**src/core/uart_mcls_pkg.sv**
```systemverilog
// package: register map, field layouts, states and timing for the
// modem-control / line-status channel.
// assumes: APB with 32-bit data; register index times four is the address.
package uart_mcls_pkg;

  localparam int unsigned ADDR_W = 8;

  // register indices and byte addresses
  localparam logic [ADDR_W-1:0] IDX_DATA = 8'h00;
  localparam logic [ADDR_W-1:0] IDX_MODEM_CONTROL = 8'h04;
  localparam logic [ADDR_W-1:0] IDX_LINE_STATUS = 8'h05;
  localparam logic [ADDR_W-1:0] IDX_MODEM_STATUS = 8'h06;
  localparam logic [ADDR_W-1:0] IDX_CFG = 8'h08;
  localparam logic [ADDR_W-1:0] IDX_IRQ_STATUS = 8'h09;
  localparam logic [ADDR_W-1:0] IDX_IRQ_MASK = 8'h0A;
  localparam logic [ADDR_W-1:0] ADDR_DATA = IDX_DATA << 2;
  localparam logic [ADDR_W-1:0] ADDR_MODEM_CONTROL = IDX_MODEM_CONTROL << 2;
  localparam logic [ADDR_W-1:0] ADDR_LINE_STATUS = IDX_LINE_STATUS << 2;
  localparam logic [ADDR_W-1:0] ADDR_MODEM_STATUS = IDX_MODEM_STATUS << 2;
  localparam logic [ADDR_W-1:0] ADDR_CFG = IDX_CFG << 2;
  localparam logic [ADDR_W-1:0] ADDR_IRQ_STATUS = IDX_IRQ_STATUS << 2;
  localparam logic [ADDR_W-1:0] ADDR_IRQ_MASK = IDX_IRQ_MASK << 2;

  typedef struct packed {
    logic half_stop;
    logic reserved;
    logic autoflow_enable;
    logic loopback;
    logic aux_output_two;
    logic aux_output_one;
    logic rts;
    logic dtr;
  } modem_control_t;

  typedef struct packed {
    logic rx_fifo_err;
    logic tx_shift_empty;
    logic tx_hold_empty;
    logic brk;
    logic frame;
    logic parity;
    logic overrun;
    logic rx_avail;
  } line_status_t;

  typedef struct packed {
    logic dcd;
    logic ri;
    logic dsr;
    logic cts;
    logic [3:0] delta;
  } modem_status_t;

  typedef struct packed {
    logic [4:0] unused;
    logic two_stop;
    logic even;
    logic parity_en;
  } cfg_t;

  typedef struct packed {
    logic [1:0] unused;
    logic brk;
    logic frame;
    logic parity;
    logic overrun;
    logic thr_empty;
    logic rx_avail;
  } events_t;

  typedef struct packed {
    logic rxd;
    logic cts_n;
    logic dsr_n;
    logic ri_n;
    logic dcd_n;
  } modem_in_t;

  typedef struct packed {
    logic txd;
    logic rts_n;
    logic dtr_n;
    logic aux1_n;
    logic aux2_n;
  } modem_out_t;

  typedef enum logic [4:0] {
    TX_IDLE = 5'b00001,
    TX_START = 5'b00010,
    TX_DATA = 5'b00100,
    TX_PARITY = 5'b01000,
    TX_STOP = 5'b10000
  } tx_state_t;

  typedef enum logic [4:0] {
    RX_IDLE = 5'b00001,
    RX_START = 5'b00010,
    RX_DATA = 5'b00100,
    RX_PARITY = 5'b01000,
    RX_STOP = 5'b10000
  } rx_state_t;

  localparam logic [7:0] MODEM_CONTROL_RESET = 8'h00;
  localparam logic [7:0] CFG_RESET = 8'h00;
  localparam logic [7:0] IRQ_MASK_RESET = 8'h00;

  // oversampling ticks
  localparam logic [5:0] TICKS_BIT = 6'h10;
  localparam logic [5:0] TICKS_HALF = 6'h08;
  localparam logic [5:0] TICKS_TWO = 6'h20;
  localparam logic [2:0] LAST_BIT = 3'h7;
  localparam int unsigned OVERSAMPLE = 16;

endpackage : uart_mcls_pkg

```
**src/core/baud_tick.sv**
```systemverilog
// baud_tick: divider giving a one-cycle enable at the oversample rate.
// assumes: DIV of at least 1.
`timescale 1ns/1ps
module baud_tick #(
  parameter int unsigned DIV = 13
) (
  input wire logic clk,
  input wire logic rst_n,
  output logic tick
);
  localparam int unsigned CW = (DIV > 1) ? $clog2(DIV) : 1;
  localparam logic [CW-1:0] LAST = CW'(DIV - 1);

  typedef struct packed {
    logic [CW-1:0] cnt;
    logic tick;
  } tick_st_t;

  tick_st_t st_q;
  tick_st_t st_d;

  always_comb begin
    st_d = st_q;
    st_d.tick = (st_q.cnt == LAST);
    st_d.cnt = st_d.tick ? '0 : st_q.cnt + 1'b1;
  end

  always_ff @(posedge clk or negedge rst_n) begin
    if (!rst_n) begin
      st_q <= '0;
    end else begin
      st_q <= st_d;
    end
  end

  assign tick = st_q.tick;
endmodule : baud_tick

```
**src/core/bit_sync.sv**
```systemverilog
// bit_sync: two-flop synchroniser for a group of pin levels.
// assumes: pins are asynchronous to clk; reset value is idle high.
`timescale 1ns/1ps
module bit_sync #(
  parameter int unsigned W = 1
) (
  input wire logic clk,
  input wire logic rst_n,
  input wire logic [W-1:0] async_in,
  output logic [W-1:0] sync_out
);
  typedef struct packed {
    logic [W-1:0] meta;
    logic [W-1:0] stable;
  } sync_st_t;

  sync_st_t st_q;
  sync_st_t st_d;

  // first stage feeds only the second
  always_comb begin
    st_d = st_q;
    st_d.meta = async_in;
    st_d.stable = st_q.meta;
  end

  always_ff @(posedge clk or negedge rst_n) begin
    if (!rst_n) begin
      st_q <= '1;
    end else begin
      st_q <= st_d;
    end
  end

  assign sync_out = st_q.stable;
endmodule : bit_sync

```
**src/core/uart_mcls_top.sv**
```systemverilog
// uart_mcls_top: one UART channel with modem control and line status,
// reached over APB, with transmitter, receiver and receive FIFO.
// assumes: APB master on clk; modem pins asynchronous, active low.
`timescale 1ns/1ps
//
// Contract
// control bit 0 set drives DTR low
// control bit 1 set drives RTS low
// loopback routes aux output one to ring
// loopback routes aux output two to carrier
// control bit 4 enables internal loopback
// autoflow off: transmitted characters received back
// bits 5,1 select auto RTS and CTS
// control bit 7 gives half stop bit
// status bit 0: receive FIFO not empty
// status bit 1: receive overrun occurred
// status bit 2: received parity error
// status bit 3: framing error, bad stop
// status bit 4: break detected on line
// status bit 5: transmit holding register empty
// status bit 6: transmit shift register empty
// status bit 7: FIFO holds errored character
// modem status shows carrier bit 7, ring 6
// loopback: tx to rx, pins held inactive
module uart_mcls_top #(
  parameter int unsigned CLK_HZ = 25_000_000,
  parameter int unsigned BAUD = 115_200,
  parameter int unsigned RX_DEPTH = 4
) (
  input wire logic clk,
  input wire logic rst_n,
  input wire logic psel,
  input wire logic penable,
  input wire logic pwrite,
  input wire logic [uart_mcls_pkg::ADDR_W-1:0] paddr,
  input wire logic [31:0] pwdata,
  output logic [31:0] prdata,
  output logic pready,
  output logic pslverr,
  input wire uart_mcls_pkg::modem_in_t pins_in,
  output uart_mcls_pkg::modem_out_t pins_out,
  output logic irq
);
  localparam int unsigned TICK_DIV =
    CLK_HZ / (BAUD * uart_mcls_pkg::OVERSAMPLE);
  localparam int unsigned PTR_W = (RX_DEPTH > 1) ? $clog2(RX_DEPTH) : 1;
  localparam logic [PTR_W:0] FULL_CNT = (PTR_W + 1)'(RX_DEPTH);

  typedef struct packed {
    uart_mcls_pkg::modem_control_t modem_control;
    uart_mcls_pkg::cfg_t cfg;
    uart_mcls_pkg::events_t ist;
    uart_mcls_pkg::events_t imask;
    logic [31:0] prdata;
    logic slverr;
    logic [7:0] thr;
    logic thr_full;
    uart_mcls_pkg::tx_state_t tst;
    logic [5:0] tcnt;
    logic [2:0] tbit;
    logic [7:0] tsr;
    logic tpar;
    logic txd;
    uart_mcls_pkg::rx_state_t rst;
    logic [5:0] rcnt;
    logic [2:0] rbit;
    logic [7:0] rsr;
    logic rpar;
    logic [RX_DEPTH-1:0][10:0] fifo;
    logic [PTR_W-1:0] wp;
    logic [PTR_W-1:0] rp;
    logic [PTR_W:0] cnt;
    logic overrun;
    logic perr;
    logic ferr;
    logic brk;
  } state_t;

  state_t q;
  state_t d;
  uart_mcls_pkg::modem_in_t pin_s;
  logic tick;

  bit_sync #(.W($bits(uart_mcls_pkg::modem_in_t))) u_sync (
    .clk(clk),
    .rst_n(rst_n),
    .async_in(pins_in),
    .sync_out(pin_s)
  );

  baud_tick #(.DIV((TICK_DIV > 0) ? TICK_DIV : 1)) u_tick (
    .clk(clk),
    .rst_n(rst_n),
    .tick(tick)
  );

  logic loop;
  logic auto_cts;
  logic auto_rts;
  logic cts_on;
  logic fifo_full;
  logic rx_line;
  logic [5:0] tlen;
  logic tend;
  logic rend;
  logic push;
  logic pop;
  logic fifo_err;
  logic [PTR_W-1:0] off;
  logic [10:0] entry;
  logic rx_perr;
  logic rx_ferr;
  logic rx_brk;
  uart_mcls_pkg::events_t ev;
  uart_mcls_pkg::line_status_t line_status;
  uart_mcls_pkg::modem_status_t msr;

  always_comb begin
    d = q;
    ev = '0;
    push = 1'b0;
    pop = 1'b0;
    rx_perr = 1'b0;
    rx_ferr = 1'b0;
    rx_brk = 1'b0;
    entry = '0;
    off = '0;
    loop = q.modem_control.loopback;
    auto_cts = q.modem_control.autoflow_enable;
    auto_rts = q.modem_control.autoflow_enable & q.modem_control.rts;
    cts_on = loop ? q.modem_control.rts : ~pin_s.cts_n;
    fifo_full = (q.cnt == FULL_CNT);
    // diagnostic mode and loopback both hear our own line
    rx_line = (loop | ~q.modem_control.autoflow_enable) ? q.txd : pin_s.rxd;

    // error summary over valid fifo entries
    fifo_err = 1'b0;
    for (int i = 0; i < RX_DEPTH; i++) begin
      off = PTR_W'(i) - q.rp;
      if (({1'b0, off} < q.cnt) && (|q.fifo[i][10:8])) begin
        fifo_err = 1'b1;
      end
    end

    line_status.rx_avail = (q.cnt != '0);
    line_status.overrun = q.overrun;
    line_status.parity = q.perr;
    line_status.frame = q.ferr;
    line_status.brk = q.brk;
    line_status.tx_hold_empty = ~q.thr_full;
    line_status.tx_shift_empty = (q.tst == uart_mcls_pkg::TX_IDLE);
    line_status.rx_fifo_err = fifo_err;

    msr.dcd = loop ? q.modem_control.aux_output_two : ~pin_s.dcd_n;
    msr.ri = loop ? q.modem_control.aux_output_one : ~pin_s.ri_n;
    msr.dsr = loop ? q.modem_control.dtr : ~pin_s.dsr_n;
    msr.cts = cts_on;
    msr.delta = '0;

    // setup phase: latch read data so it comes from a flop
    if (psel && !penable) begin
      d.slverr = 1'b0;
      d.prdata = '0;
      if (paddr == uart_mcls_pkg::ADDR_DATA) begin
        d.prdata[7:0] = q.fifo[q.rp][7:0];
      end else if (paddr == uart_mcls_pkg::ADDR_MODEM_CONTROL) begin
        d.prdata[7:0] = q.modem_control;
      end else if (paddr == uart_mcls_pkg::ADDR_LINE_STATUS) begin
        d.prdata[7:0] = line_status;
      end else if (paddr == uart_mcls_pkg::ADDR_MODEM_STATUS) begin
        d.prdata[7:0] = msr;
      end else if (paddr == uart_mcls_pkg::ADDR_CFG) begin
        d.prdata[7:0] = q.cfg;
      end else if (paddr == uart_mcls_pkg::ADDR_IRQ_STATUS) begin
        d.prdata[7:0] = q.ist;
      end else if (paddr == uart_mcls_pkg::ADDR_IRQ_MASK) begin
        d.prdata[7:0] = q.imask;
      end else begin
        d.slverr = 1'b1;
      end
    end

    // access phase: effects of writes and reads
    if (psel && penable) begin
      if (pwrite) begin
        if (paddr == uart_mcls_pkg::ADDR_DATA) begin
          d.thr = pwdata[7:0];
          d.thr_full = 1'b1;
        end else if (paddr == uart_mcls_pkg::ADDR_MODEM_CONTROL) begin
          d.modem_control = pwdata[7:0];
          d.modem_control.reserved = 1'b0;
        end else if (paddr == uart_mcls_pkg::ADDR_CFG) begin
          d.cfg = pwdata[7:0];
          d.cfg.unused = '0;
        end else if (paddr == uart_mcls_pkg::ADDR_IRQ_STATUS) begin
          d.ist = q.ist & ~pwdata[7:0];
        end else if (paddr == uart_mcls_pkg::ADDR_IRQ_MASK) begin
          d.imask = pwdata[7:0];
        end
      end else begin
        if (paddr == uart_mcls_pkg::ADDR_DATA) begin
          pop = (q.cnt != '0);
        end else if (paddr == uart_mcls_pkg::ADDR_LINE_STATUS) begin
          // read clears the sticky errors; a new error below still lands
          d.overrun = 1'b0;
          d.perr = 1'b0;
          d.ferr = 1'b0;
          d.brk = 1'b0;
        end
      end
    end

    // transmitter
    tlen = uart_mcls_pkg::TICKS_BIT;
    if (q.tst == uart_mcls_pkg::TX_STOP) begin
      if (q.modem_control.half_stop) begin
        tlen = uart_mcls_pkg::TICKS_HALF;
      end else if (q.cfg.two_stop) begin
        tlen = uart_mcls_pkg::TICKS_TWO;
      end
    end
    tend = tick && (q.tcnt == tlen - 6'h01);
    if (tick && q.tst != uart_mcls_pkg::TX_IDLE) begin
      d.tcnt = tend ? 6'h00 : q.tcnt + 6'h01;
    end
    case (q.tst)
      uart_mcls_pkg::TX_IDLE: begin
        d.txd = 1'b1;
        // auto-CTS holds a new character while the peer is not ready
        if (q.thr_full && (!auto_cts || cts_on)) begin
          d.tsr = q.thr;
          d.tpar = (^q.thr) ^ ~q.cfg.even;
          d.thr_full = 1'b0;
          ev.thr_empty = 1'b1;
          d.tcnt = 6'h00;
          d.txd = 1'b0;
          d.tst = uart_mcls_pkg::TX_START;
        end
      end
      uart_mcls_pkg::TX_START: begin
        if (tend) begin
          d.tbit = '0;
          d.txd = q.tsr[0];
          d.tst = uart_mcls_pkg::TX_DATA;
        end
      end
      uart_mcls_pkg::TX_DATA: begin
        if (tend) begin
          d.tsr = {1'b0, q.tsr[7:1]};
          d.tbit = q.tbit + 3'h1;
          d.txd = q.tsr[1];
          if (q.tbit == uart_mcls_pkg::LAST_BIT) begin
            d.txd = q.cfg.parity_en ? q.tpar : 1'b1;
            d.tst = q.cfg.parity_en ? uart_mcls_pkg::TX_PARITY
                                    : uart_mcls_pkg::TX_STOP;
          end
        end
      end
      uart_mcls_pkg::TX_PARITY: begin
        if (tend) begin
          d.txd = 1'b1;
          d.tst = uart_mcls_pkg::TX_STOP;
        end
      end
      uart_mcls_pkg::TX_STOP: begin
        if (tend) begin
          d.tst = uart_mcls_pkg::TX_IDLE;
        end
      end
      default: begin
        d.tst = uart_mcls_pkg::TX_IDLE;
      end
    endcase

    // receiver: samples mid-bit, a start half bit then whole bits
    rend = tick && (q.rcnt == uart_mcls_pkg::TICKS_BIT - 6'h01);
    if (tick && q.rst != uart_mcls_pkg::RX_IDLE) begin
      d.rcnt = rend ? 6'h00 : q.rcnt + 6'h01;
    end
    case (q.rst)
      uart_mcls_pkg::RX_IDLE: begin
        if (tick && !rx_line) begin
          d.rcnt = 6'h00;
          d.rst = uart_mcls_pkg::RX_START;
        end
      end
      uart_mcls_pkg::RX_START: begin
        if (tick && q.rcnt == uart_mcls_pkg::TICKS_HALF - 6'h01) begin
          d.rcnt = 6'h00;
          d.rbit = '0;
          // a high line at mid start was a glitch
          d.rst = rx_line ? uart_mcls_pkg::RX_IDLE : uart_mcls_pkg::RX_DATA;
        end
      end
      uart_mcls_pkg::RX_DATA: begin
        if (rend) begin
          d.rsr = {rx_line, q.rsr[7:1]};
          d.rbit = q.rbit + 3'h1;
          if (q.rbit == uart_mcls_pkg::LAST_BIT) begin
            d.rpar = 1'b0;
            d.rst = q.cfg.parity_en ? uart_mcls_pkg::RX_PARITY
                                    : uart_mcls_pkg::RX_STOP;
          end
        end
      end
      uart_mcls_pkg::RX_PARITY: begin
        if (rend) begin
          d.rpar = rx_line;
          d.rst = uart_mcls_pkg::RX_STOP;
        end
      end
      uart_mcls_pkg::RX_STOP: begin
        if (rend) begin
          rx_ferr = ~rx_line;
          rx_perr = q.cfg.parity_en &
                    (q.rpar != ((^q.rsr) ^ ~q.cfg.even));
          rx_brk = ~rx_line && (q.rsr == 8'h00) && !q.rpar;
          entry = {rx_brk, rx_ferr, rx_perr, q.rsr};
          push = 1'b1;
          d.rst = uart_mcls_pkg::RX_IDLE;
        end
      end
      default: begin
        d.rst = uart_mcls_pkg::RX_IDLE;
      end
    endcase

    // fifo; a pop in the same cycle makes room for the push
    if (push) begin
      if (fifo_full && !pop) begin
        d.overrun = 1'b1;
        ev.overrun = 1'b1;
        push = 1'b0;
      end else begin
        d.fifo[q.wp] = entry;
        d.wp = q.wp + 1'b1;
        ev.rx_avail = 1'b1;
      end
      if (rx_perr) begin
        d.perr = 1'b1;
      end
      if (rx_ferr) begin
        d.ferr = 1'b1;
      end
      if (rx_brk) begin
        d.brk = 1'b1;
      end
    end
    if (pop) begin
      d.rp = q.rp + 1'b1;
    end
    d.cnt = q.cnt + {{PTR_W{1'b0}}, push} - {{PTR_W{1'b0}}, pop};

    ev.parity = rx_perr;
    ev.frame = rx_ferr;
    ev.brk = rx_brk;
    // set wins over a same-cycle clear
    d.ist = d.ist | ev;
  end

  always_ff @(posedge clk or negedge rst_n) begin
    if (!rst_n) begin
      q <= '0;
      q.modem_control <= uart_mcls_pkg::MODEM_CONTROL_RESET;
      q.cfg <= uart_mcls_pkg::CFG_RESET;
      q.imask <= uart_mcls_pkg::IRQ_MASK_RESET;
      q.tst <= uart_mcls_pkg::TX_IDLE;
      q.rst <= uart_mcls_pkg::RX_IDLE;
      q.txd <= 1'b1;
    end else begin
      q <= d;
    end
  end

  assign prdata = q.prdata;
  assign pready = psel & penable;
  assign pslverr = psel & penable & q.slverr;
  assign irq = |(q.ist & q.imask);

  // loopback keeps every modem output at its idle level
  assign pins_out.txd = loop | q.txd;
  assign pins_out.dtr_n = loop | ~q.modem_control.dtr;
  assign pins_out.rts_n = loop | (auto_rts ? fifo_full : ~q.modem_control.rts);
  assign pins_out.aux1_n = loop | ~q.modem_control.aux_output_one;
  assign pins_out.aux2_n = loop | ~q.modem_control.aux_output_two;
endmodule : uart_mcls_top

```
**config.mk**
```make
export PLATFORM = sky130hd
export DESIGN_NAME = uart_mcls_top
export DESIGN_NICKNAME = d
export VERILOG_FILES = /design/src/core/uart_mcls_pkg.sv /design/src/core/baud_tick.sv /design/src/core/bit_sync.sv /design/src/core/uart_mcls_top.sv
export SDC_FILE = /design/constraint.sdc
export NUM_CORES = 1
export LEC_CHECK = 0
export BUFFER_PORTS_ARGS = -buffer_cell sky130_fd_sc_hd__buf_2
export CAP_MARGIN = 20
export CORE_ASPECT_RATIO = 2
export CORE_MARGIN = 2
export CORE_UTILIZATION = 25
export CTS_CLUSTER_DIAMETER = 100
export CTS_CLUSTER_SIZE = 10
export DETAILED_ROUTE_END_ITERATION = 7
export PLACE_DENSITY = 0.44
export SLEW_MARGIN = 20
export SYNTH_ARGS = -nofsm -noshare
export SYNTH_HDL_FRONTEND = slang
export SYNTH_HIERARCHICAL = 1
export SYNTH_SLANG_ARGS = --single-unit
```
**constraint.sdc**
```tcl
create_clock -name clk -period 3.6 [get_ports clk]
set_input_delay 0.9 -clock clk [delete_from_list [all_inputs] [get_ports clk]]
set_output_delay 0.9 -clock clk [all_outputs]
set_load 0.05 [all_outputs]
```
==> results of run 1 <==
Yosys cell counts, types with 3 or more instances:
cell | n | share of area [%]
and3_1 | 8 | 0.59
o32ai_1 | 5 | 0.51
and4_1 | 3 | 0.31
nor2_1 | 46 | 2.0
ha_1 | 23 | 3.4
nand2_1 | 85 | 3.7
xnor2_1 | 19 | 1.9
a21o_1 | 8 | 0.70
buf_4 | 32 | 2.8
a22oi_1 | 10 | 0.88
nand3_1 | 20 | 1.2
buf_12 | 4 | 0.94
a22o_1 | 6 | 0.61
nand2b_1 | 9 | 0.66
dfrtp_1 | 148 | 43
o21ai_0 | 52 | 3.0
o31ai_1 | 6 | 0.53
nor2b_1 | 11 | 0.80
inv_1 | 30 | 1.3
nand3b_1 | 3 | 0.26
dfstp_2 | 13 | 4.0
a32oi_1 | 4 | 0.41
a21oi_1 | 34 | 2.0
or3_1 | 6 | 0.44
mux2i_1 | 9 | 1.1
mux2_4 | 40 | 7.0
and3_4 | 4 | 0.53
nor3_1 | 18 | 1.1
and2_1 | 3 | 0.22
o22ai_1 | 4 | 0.29
mux4_2 | 8 | 2.1
xor2_1 | 7 | 0.72
nand4_1 | 6 | 0.44
mux2_2 | 33 | 4.3
clkbuf_1 | 22 | 0.97
sequential cells by signal, indices dropped and copies added (netlist names):
register         count
auto_cts             1
line_status          4
loop                 1
prdata               8
q                  132
u_sync/st_d          5
u_sync/sync_out      5
u_tick/st_q          4
u_tick/tick          1
power groups by stage:
stage / registers [mW] / clock network, mW / logic, mW
CTS: 1.92 / 1.98 / 0.425
floorplan: 1.92 / 0 / 0.297
global placement: 1.95 / 0 / 0.423
finish: 1.91 / 1.92 / 0.416
global route: 1.92 / 2.05 / 0.457
detailed placement: 1.95 / 0 / 0.424
final timing paths:
kind	startpoint	depth (start not counted)	to
max in group asynchronous	rst_n	2	q[151]$_DFFE_PN0P_
setup / recovery	paddr[1]	13	q[6]$_DFF_PN0_
hold reg to reg	u_sync/st_d[3]$_DFF_PN1_	0	u_sync/sync_out[3]$_DFF_PN1_
min in group clk	u_sync/st_d[3]$_DFF_PN1_	0	u_sync/sync_out[3]$_DFF_PN1_
hold / removal	rst_n	1	q[92]$_DFF_PN0_
setup reg to reg	q[67]$_DFF_PN0_	13	q[6]$_DFF_PN0_
cell type report:
cell class / count / area, µm² / area share, %
clock buffers: 20 / 437 / 4.44
clock inverters: 12 / 166 / 1.69
inverters: 30 / 113 / 1.14
multi-input cells: 554 / 4070 / 41.4
flip-flops and latches: 161 / 4050 / 41.1
well taps: 436 / 546 / 5.55
repair buffers: 72 / 457 / 4.64
worst max-delay path, cell delays in order:
cell and delay (ns):
buf_2 0.11, or4_4 0.55, or3_4 0.38, o211ai_4 0.19, and2_4 0.17, inv_2 0.05, ha_4 0.20, inv_1 0.05
ha_2 0.16, inv_2 0.04, fa_2 0.36, xnor2_2 0.15, xnor2_1 0.12
kinds of logic (layout without fill, tap and decap cells):
logic type	count (synthesis)	after routing	synth area share, %
other	1	24	0.0439
and+or+nand+nor	238	238	14.1
muxes	90	90	14.5
buffers and inverters	92	134	6.39
adders and majority gates	24	24	3.60
xor gates and xnor gates	26	26	2.66
DFF	161	161	47.3
AOI/OAI and AO/OA	152	152	11.4
per-layer routing:
metal  track usage [%]  wire length (µm)
met5                 0                 0
met2              26.0             13200
met4              7.68              1050
met1              14.1              8690
met3              2.57               609
==> metrics, run 1 <==
status completed; GRT overflow 0; Residual DRC 0; Final Net Count 910; fin worst setup slack 0.492 ns; pins over their slew limit 0; sequential share of power 45.0%; Max FO, Critical Path 2; Finished Layout Cells 1285; Mapped Cells 784; period utilization 86.3%; Rows 95; Critical Path Sink Type register; Tot Pwr 4.26 mW; sequential share of the synthesized area 47.3%; endpoints failing hold 0; post-CTS sizing 0; Antenna diodes 0; CP arrival 3.43 ns; number of synthesized flops with an enable pin 0; dpl cell area 9230 µm²; Syn Area/Cell 10.9 µm²; post-route minimum period 3.11 ns; clock transition at the registers of the reported paths 0.06 ns; setup repair bufs after CTS 0; Core Region 33600 µm²; sw power 1.12 mW; startpoint types input port; Worst-Margin Slew 0.766 ns; Skew-Pair Late Insertion Delay 0.44 ns; post-synthesis register bit count 161; DR WL/cell 18.3 µm; P_int 3.13 mW; Leak 4.46 nW; vias 5890; Vias per Instance 4.58; maxcap violations 0; layout cell share with drive strength beyond 1 25.2%; YS warnings 6; required time of the critical path 3.92 ns; Peak VDD IR 0.272 mV; fraction of registers with async set/reset 100%; CTS Buf Count 17; Routed WL 23500 µm; Initial Util 25.4%; initial antenna violation count 0; filler instances 3465; htree depth 4; TritonRoute pass-1 iters 6; die area 35800 µm²; CTS tree built; Max clock buf depth 2; commonest non-fill, non-tap cells in the layout dfrtp_1 (148), nand2_1 (85), o21ai_0 (52); commonest non-fill, non-tap cell in the layout dfrtp_1; Port Buffers 41; pwr/cell area 433 nW/µm²; FMAX 322 MHz; die height 266 µm; Post-DP HPWL 17900 µm; Reg2Reg Setup Slack 0.75 ns; 1st-iter DRT viols 210; Post-DRT Antenna Nets 0; Ports 90; CTS root buf clkbuf_16; Post-Syn Area 8550 µm²; post-layout utilization of the core 29.2%; Clk pwr share 45.2%; clock tree sinks 161; number of global-route vias before repair 6211; Final Skew 0.00850 ns; # hold bufs at CTS 0; final setup fails 0; max_slew headroom 48.5%; first-pass GRT wire length 36900 µm; Sw Share 26.4%; dpl ws 0.0358 ns; Hold WS 0.273 ns; GRT Total Usage 13.9%; Area Overhead vs Synth 15.0%; setup_tns 0 ns; RSZ-0062 raised after global routing false; Placed Instances 1253; Die X 135 µm; crit path kind in2reg; fin area 9840 µm²; Synth cell types 72; largest net degree at the start of global routing 95; Most used DFF post-synth dfrtp_1; GPL Wtd Cong 0.882; Comb pwr share 9.8%; worst hold path type in2async
(Power assumes the default switching activity.)
==> inputs of run 2 (changes only) <==
--- a/config.mk
+++ b/config.mk
@@ -13,7 +13,8 @@
 export CTS_CLUSTER_DIAMETER = 100
 export CTS_CLUSTER_SIZE = 10
 export DETAILED_ROUTE_END_ITERATION = 7
-export PLACE_DENSITY = 0.44
+export PLACE_DENSITY = 0.51
+export RECOVER_POWER = 50
 export SLEW_MARGIN = 20
 export SYNTH_ARGS = -nofsm -noshare
 export SYNTH_HDL_FRONTEND = slang
==> run 2 against run 1 <==
Compared with the run above: the run now ends with capacitance limit, slew limit left; sequential cell count unchanged; global-route usage down 0.30 points; fmax down 0.76%; design area about the same; setup slack worse by 0.024 ns; wire length down 1.0%; via count up 3.0%; hold slack better by 0.084 ns; sequential power about the same; power up 0.70%; critical path type unchanged; critical endpoint unchanged.
==> metrics, run 2 (synthesis results as in run 1) <==
Reg2Reg Setup Slack 0.68 ns (was 0.75 ns); maxcap violations 1 (was 0); Vias per Instance 4.71 (was 4.58); max_slew headroom -24.7% (was 48.5%); setup_tns 0 ns (unchanged); Post-DP HPWL 17800 µm (was 17900 µm); Critical Path Sink Type register (unchanged); clock tree sinks 161 (unchanged); Skew-Pair Late Insertion Delay 0.45 ns (was 0.44 ns); Die X 135 µm (unchanged); Rows 95 (unchanged); number of global-route vias before repair 6460 (was 6211); GRT Total Usage 13.6% (was 13.9%); final setup fails 0 (unchanged); commonest non-fill, non-tap cell in the layout dfrtp_1 (unchanged); Area Overhead vs Synth 15.1% (was 15.0%); GRT overflow 0 (unchanged); setup repair bufs after CTS 0 (unchanged); Max clock buf depth 2 (unchanged); layout cell share with drive strength beyond 1 25.5% (was 25.2%); worst hold path type reg2reg (was in2async); endpoints failing hold 0 (unchanged); Max FO, Critical Path 2 (unchanged); DR WL/cell 18.1 µm (was 18.3 µm); post-layout utilization of the core 29.3% (was 29.2%); post-CTS sizing 0 (unchanged); Routed WL 23300 µm (was 23500 µm); dpl ws 0.0244 ns (was 0.0358 ns); # hold bufs at CTS 0 (unchanged); Core Region 33600 µm² (unchanged); vias 6067 (was 5890); CP arrival 3.45 ns (was 3.43 ns); period utilization 87.0% (was 86.3%); RSZ-0062 raised after global routing false (unchanged); clock transition at the registers of the reported paths 0.07 ns (was 0.06 ns); htree depth 4 (unchanged); Leak 4.46 nW (about the same); CTS tree built (unchanged); number of flip-flops in the largest register 132 (unchanged); crit path kind in2reg (unchanged); Post-DRT Antenna Nets 0 (unchanged); die height 266 µm (unchanged); Hold EP u_sync/sync_out[0]$_DFF_PN1_; Residual DRC 0 (unchanged); required time of the critical path 3.92 ns (about the same); Final Skew 0.00999 ns (was 0.00850 ns); initial antenna violation count 0 (unchanged); TritonRoute pass-1 iters 4 (was 6); Hold WS 0.357 ns (was 0.273 ns); post-route minimum period 3.13 ns (was 3.11 ns); RR Endpoint q[6]$_DFF_PN0_ (unchanged); first-pass GRT wire length 37000 µm (was 36900 µm); 1st-iter DRT viols 324 (was 210); status finished, violations left (was completed); Worst-Margin Slew 1.87 ns (was 0.766 ns); pins over their slew limit 75 (was 0); violated checks capacitance limit, slew limit; Final Net Count 913 (was 910); largest net degree at the start of global routing 75 (was 95); pwr/cell area 435 nW/µm² (was 433 nW/µm²); Initial Util 25.4% (unchanged); hold path depth 0; GPL Wtd Cong 0.885 (was 0.882); startpoint types input port (unchanged); CTS Buf Count 17 (unchanged); R2R depth 13 (unchanged); CTS root buf clkbuf_16 (unchanged); reg2reg start q[67]$_DFF_PN0_ (unchanged); die area 35800 µm² (unchanged); Peak VDD IR 0.316 mV (was 0.272 mV); Port Buffers 41 (unchanged); fin worst setup slack 0.468 ns (was 0.492 ns); filler instances 3458 (was 3465); Ports 90 (unchanged); FMAX 319 MHz (was 322 MHz); Top reg by flops q (unchanged); min-delay src u_sync/st_d[0]$_DFF_PN1_; Antenna diodes 0 (unchanged); commonest non-fill, non-tap cells in the layout dfrtp_1 (148), nand2_1 (85), o21ai_0 (52) (unchanged)
run 2: through the flow:
stage / instances / power (mW) / cell area, µm²
finish: 1288 / 4.29 / 9840
global route: 1288 / 4.44 / 9840
CTS: 1288 / 4.34 / 9860
detailed placement: 1256 / 2.38 / 9240
global placement: 1256 / 2.38 / 9240
floorplan: 807 / 2.22 / 8660
run 2: where the power goes:
group | internal, mW | switching [mW] | total, mW
registers | 1.86 | 0.0492 | 1.91
clock network | 1.11 | 0.835 | 1.95
logic | 0.110 | 0.313 | 0.423
total | 3.09 | 1.20 | 4.29
run 2: final cells by class:
type                       instances  area [µm²]  share of cell area [%]
multi-input combinational        554        4070                    41.4
sequential                       161        4050                    41.1
tap                              436         546                    5.54
timing repair buffer              75         444                    4.51
clock buffer                      17         425                    4.32
clock inverter                    15         195                    1.98
inverter                          30         113                    1.14
run 2: routing by layer:
layer | wire length, µm | up-vias | share of wire, % | global-route usage (%)
met4 | 1030 | 0 | 4.4 | 7.77
met2 | 13100 | 131 | 56 | 25.9
met1 | 8470 | 3043 | 36 | 13.4
li1 | - | 2849 | - | -
met3 | 647 | 44 | 2.8 | 2.31
met5 | 0 | - | 0 | 0
run 2: how the worst max path moves through the flow:
stage                  start              end
finish              paddr[1]   q[6]$_DFF_PN0_
global route           rst_n  q[94]$_DFF_PN0_
CTS                 paddr[1]   q[6]$_DFF_PN0_
detailed placement  paddr[1]   q[6]$_DFF_PN0_
global placement    paddr[1]   q[6]$_DFF_PN0_
floorplan           paddr[1]   q[6]$_DFF_PN0_
run 2: critical path, stage by stage:
cell and delay, ns:
buf_2 0.11, or4_4 0.55, or3_4 0.38, o211ai_4 0.20, and2_4 0.18, inv_2 0.05
ha_4 0.20, inv_1 0.05, ha_2 0.16, inv_2 0.04, fa_2 0.36, xnor2_2 0.15
xnor2_1 0.13
==> inputs of run 3 (changes only) <==
--- a/config.mk
+++ b/config.mk
@@ -7,13 +7,15 @@
 export LEC_CHECK = 0
 export BUFFER_PORTS_ARGS = -buffer_cell sky130_fd_sc_hd__buf_2
 export CAP_MARGIN = 20
+export CELL_PAD_IN_SITES_DETAIL_PLACEMENT = 1
+export CELL_PAD_IN_SITES_GLOBAL_PLACEMENT = 1
 export CORE_ASPECT_RATIO = 2
 export CORE_MARGIN = 2
 export CORE_UTILIZATION = 25
 export CTS_CLUSTER_DIAMETER = 100
 export CTS_CLUSTER_SIZE = 10
 export DETAILED_ROUTE_END_ITERATION = 7
-export PLACE_DENSITY = 0.51
+export PLACE_DENSITY = 0.58
 export RECOVER_POWER = 50
 export SLEW_MARGIN = 20
 export SYNTH_ARGS = -nofsm -noshare
==> constraint.sdc (replaced) <==
create_clock -name clk -period 3.5 [get_ports clk]
set_input_delay 0.875 -clock clk [delete_from_list [all_inputs] [get_ports clk]]
set_output_delay 0.875 -clock clk [all_outputs]
set_load 0.05 [all_outputs]
==> run 3 against run 2 <==
Compared with the run above: the flow still finishes with violations (capacitance limit, slew limit); sequential share of layout area up 0.19 points; clock skew is 0.0012 ns lower; setup slack lost 0.030 ns; power shrank 2.6%; sequential power increased by 3%; sequential cell count did not move; global-route usage is 0.90 points higher; clock power down 9.7%; register-to-register slack worse by 0.07 ns; critical path type unchanged; largest power group is now registers.
==> metrics, run 3 (synthesis results as in run 1) <==
status finished, violations left (unchanged); violated checks capacitance limit, slew limit (unchanged); Rows 95 (unchanged); pins over their slew limit 49 (was 75); layout cell share with drive strength beyond 1 25.2% (was 25.5%); Max FO, Critical Path 2 (unchanged); die area 35800 µm² (unchanged); CTS root buf clkbuf_16 (unchanged); die height 266 µm (unchanged); htree depth 4 (unchanged); RSZ-0062 raised after global routing false (unchanged); post-CTS sizing 0 (unchanged); Post-DP HPWL 19300 µm (was 17800 µm); endpoints failing hold 0 (unchanged); CP max-delay cell or4_4 (unchanged); P_int 2.97 mW (was 3.09 mW); Sw Share 28.8% (was 27.9%); Initial Util 25.4% (unchanged); Peak VDD IR 0.292 mV (was 0.316 mV); R2R depth 11 (was 13); CTS tree built (unchanged); post-layout utilization of the core 29.1% (was 29.3%); initial antenna violation count 2 (was 0); worst hold path type reg2reg (unchanged); Core Region 33600 µm² (unchanged); CP cell instances buf_2 -> or4_4 -> or3_4 -> o211ai_4 -> and2_4 -> inv_2 -> ha_4 -> inv_2 -> ha_4 -> inv_2 -> fa_2 -> xnor2_2 -> xnor2_1 (was buf_2 -> or4_4 -> or3_4 -> o211ai_4 -> and2_4 -> inv_2 -> ha_4 -> inv_1 -> ha_2 -> inv_2 -> fa_2 -> xnor2_2 -> xnor2_1); CP startpoint paddr[1] (unchanged); Tot Pwr 4.17 mW (was 4.29 mW); GRT overflow 0 (unchanged); vias 6122 (was 6067); Routed WL 24700 µm (was 23300 µm); CP arrival 3.38 ns (was 3.45 ns); Worst-Margin Slew 2.39 ns (was 1.87 ns); Worst Setup EP q[6]$_DFF_PN0_ (unchanged); first-pass GRT wire length 38900 µm (was 37000 µm); required time of the critical path 3.82 ns (was 3.92 ns); Residual DRC 0 (unchanged); clock tree sinks 161 (unchanged); period utilization 87.5%; Skew-Pair Late Insertion Delay 0.45 ns (about the same); sequential share of power 47.2% (was 44.7%); number of global-route vias before repair 6628 (was 6460); filler instances 3792 (was 3458); Area Overhead vs Synth 14.6% (was 15.1%); largest stage delay on the critical path 0.54 ns (was 0.55 ns); pwr/cell area 426 nW/µm² (was 435 nW/µm²); max_slew headroom -59.3% (was -24.7%); Vias per Instance 4.76 (was 4.71); Clk pwr share 42.2% (was 45.5%); # hold bufs at CTS 0 (unchanged); Post-DRT Antenna Nets 0 (unchanged); TritonRoute pass-1 iters 4 (unchanged); sw power 1.20 mW (about the same); GRT Total Usage 14.5% (was 13.6%); reg2reg start q[99]$_DFFE_PN0P_ (was q[67]$_DFF_PN0_); FMAX 327 MHz; RR Endpoint q[81]$_DFFE_PN0P_ (was q[6]$_DFF_PN0_); min-delay src u_sync/st_d[2]$_DFF_PN1_ (was u_sync/st_d[0]$_DFF_PN1_); Die X 135 µm (unchanged); Comb pwr share 10.5% (was 9.9%); post-route minimum period 3.06 ns; maxcap violations 1 (unchanged); commonest non-fill, non-tap cell in the layout dfrtp_1 (unchanged); 1st-iter DRT viols 187 (was 324); CTS Buf Count 17 (unchanged); clock transition at the registers of the reported paths 0.07 ns (about the same); Final Skew 0.00881 ns (was 0.00999 ns); startpoint types input port (unchanged); Max clock buf depth 2 (unchanged); Final Net Count 910 (was 913); final setup fails 0 (unchanged); commonest non-fill, non-tap cells in the layout dfrtp_1 (148), nand2_1 (85), o21ai_0 (52) (unchanged); Ports 90 (unchanged); Port Buffers 41 (unchanged); GPL Wtd Cong 0.827 (was 0.885); Reg2Reg Setup Slack 0.61 ns (was 0.68 ns); number of flip-flops in the largest register 132 (unchanged); Top reg by flops q (unchanged); DR WL/cell 19.2 µm (was 18.1 µm); crit path kind in2reg (unchanged); most frequent CP cell inv_2 (unchanged); setup repair bufs after CTS 0 (unchanged); largest net degree at the start of global routing 67 (was 75); Leak 4.41 nW (was 4.46 nW); Critical Path Sink Type register (unchanged)
## run 3: cell count changes in the layout (fill, tap and decap cells not counted), moves of 2 or more
cell and change:
buf_2 -2, clkbuf_2 -3, diode_2 +2, clkinvlp_4 +2, inv_6 -4, clkinv_2 +2, bufinv_16 -3
## run 3: layout make-up
class	instances	area, µm²	area share [%]
repair buffers	72	452	4.61
diodes	2	5.00	0.0511
clock inverters	13	104	1.06
clock buffers	19	443	4.52
flip-flops and latches	161	4050	41.3
inverters	30	113	1.15
multi-input cells	554	4090	41.7
well taps	436	546	5.57
## run 3: worst max-delay path: cells and delay by family
family / cells / cell delay (ns)
xor gates and xnor gates: 2 / 0.28
AOI/OAI and AO/OA: 1 / 0.21
adders and majority gates: 3 / 0.69
and+or+nand+nor: 3 / 1.09
buffers and inverters: 4 / 0.26
## run 3: through the flow
step	area (µm²)	worst slack (ns)	instances	TNS [ns]	hold WS, ns
4_1_cts	9800	0.444	1285	0	0.357
3_5_place_dp	9250	-0.0254	1253	-0.0254	0.347
5_1_grt	9800	0.256	1287	0	0.360
2_1_floorplan	8680	0.0158	807	0	0.345
6_report	9800	0.439	1287	0	0.355
3_3_place_gp	9250	0.00308	1253	0	0.346
## run 3: power groups by stage
| stage | clock network (mW) | registers, mW | logic (mW) |
|---|---|---|---|
| after global routing | 1.89 | 1.98 | 0.488 |
| after detailed placement | 0 | 2.01 | 0.452 |
| after global placement | 0 | 2.00 | 0.445 |
| final | 1.76 | 1.97 | 0.440 |
| after CTS | 1.82 | 1.97 | 0.453 |
| after floorplan | 0 | 1.97 | 0.306 |
## run 3: worst min path at each step
| stage | slack (ns) | endpoint | depth (start not counted) |
|---|---|---|---|
| after floorplan | 0.35 | u_sync/sync_out[0]$_DFF_PN1_ | 0 |
| after global placement | 0.35 | u_sync/sync_out[0]$_DFF_PN1_ | 0 |
| after detailed placement | 0.35 | u_sync/sync_out[0]$_DFF_PN1_ | 0 |
| after CTS | 0.36 | u_sync/sync_out[0]$_DFF_PN1_ | 0 |
| after global routing | 0.36 | u_sync/sync_out[0]$_DFF_PN1_ | 0 |
| final | 0.36 | u_sync/sync_out[2]$_DFF_PN1_ | 0 |
## run 3: metal layers
layer,part of all wire [%],wire (µm),track usage [%]
met5,0,0,0
met4,5.0,1230,8.68
met3,2.5,621,2.27
met2,59,14500,28.1
met1,34,8400,13.8
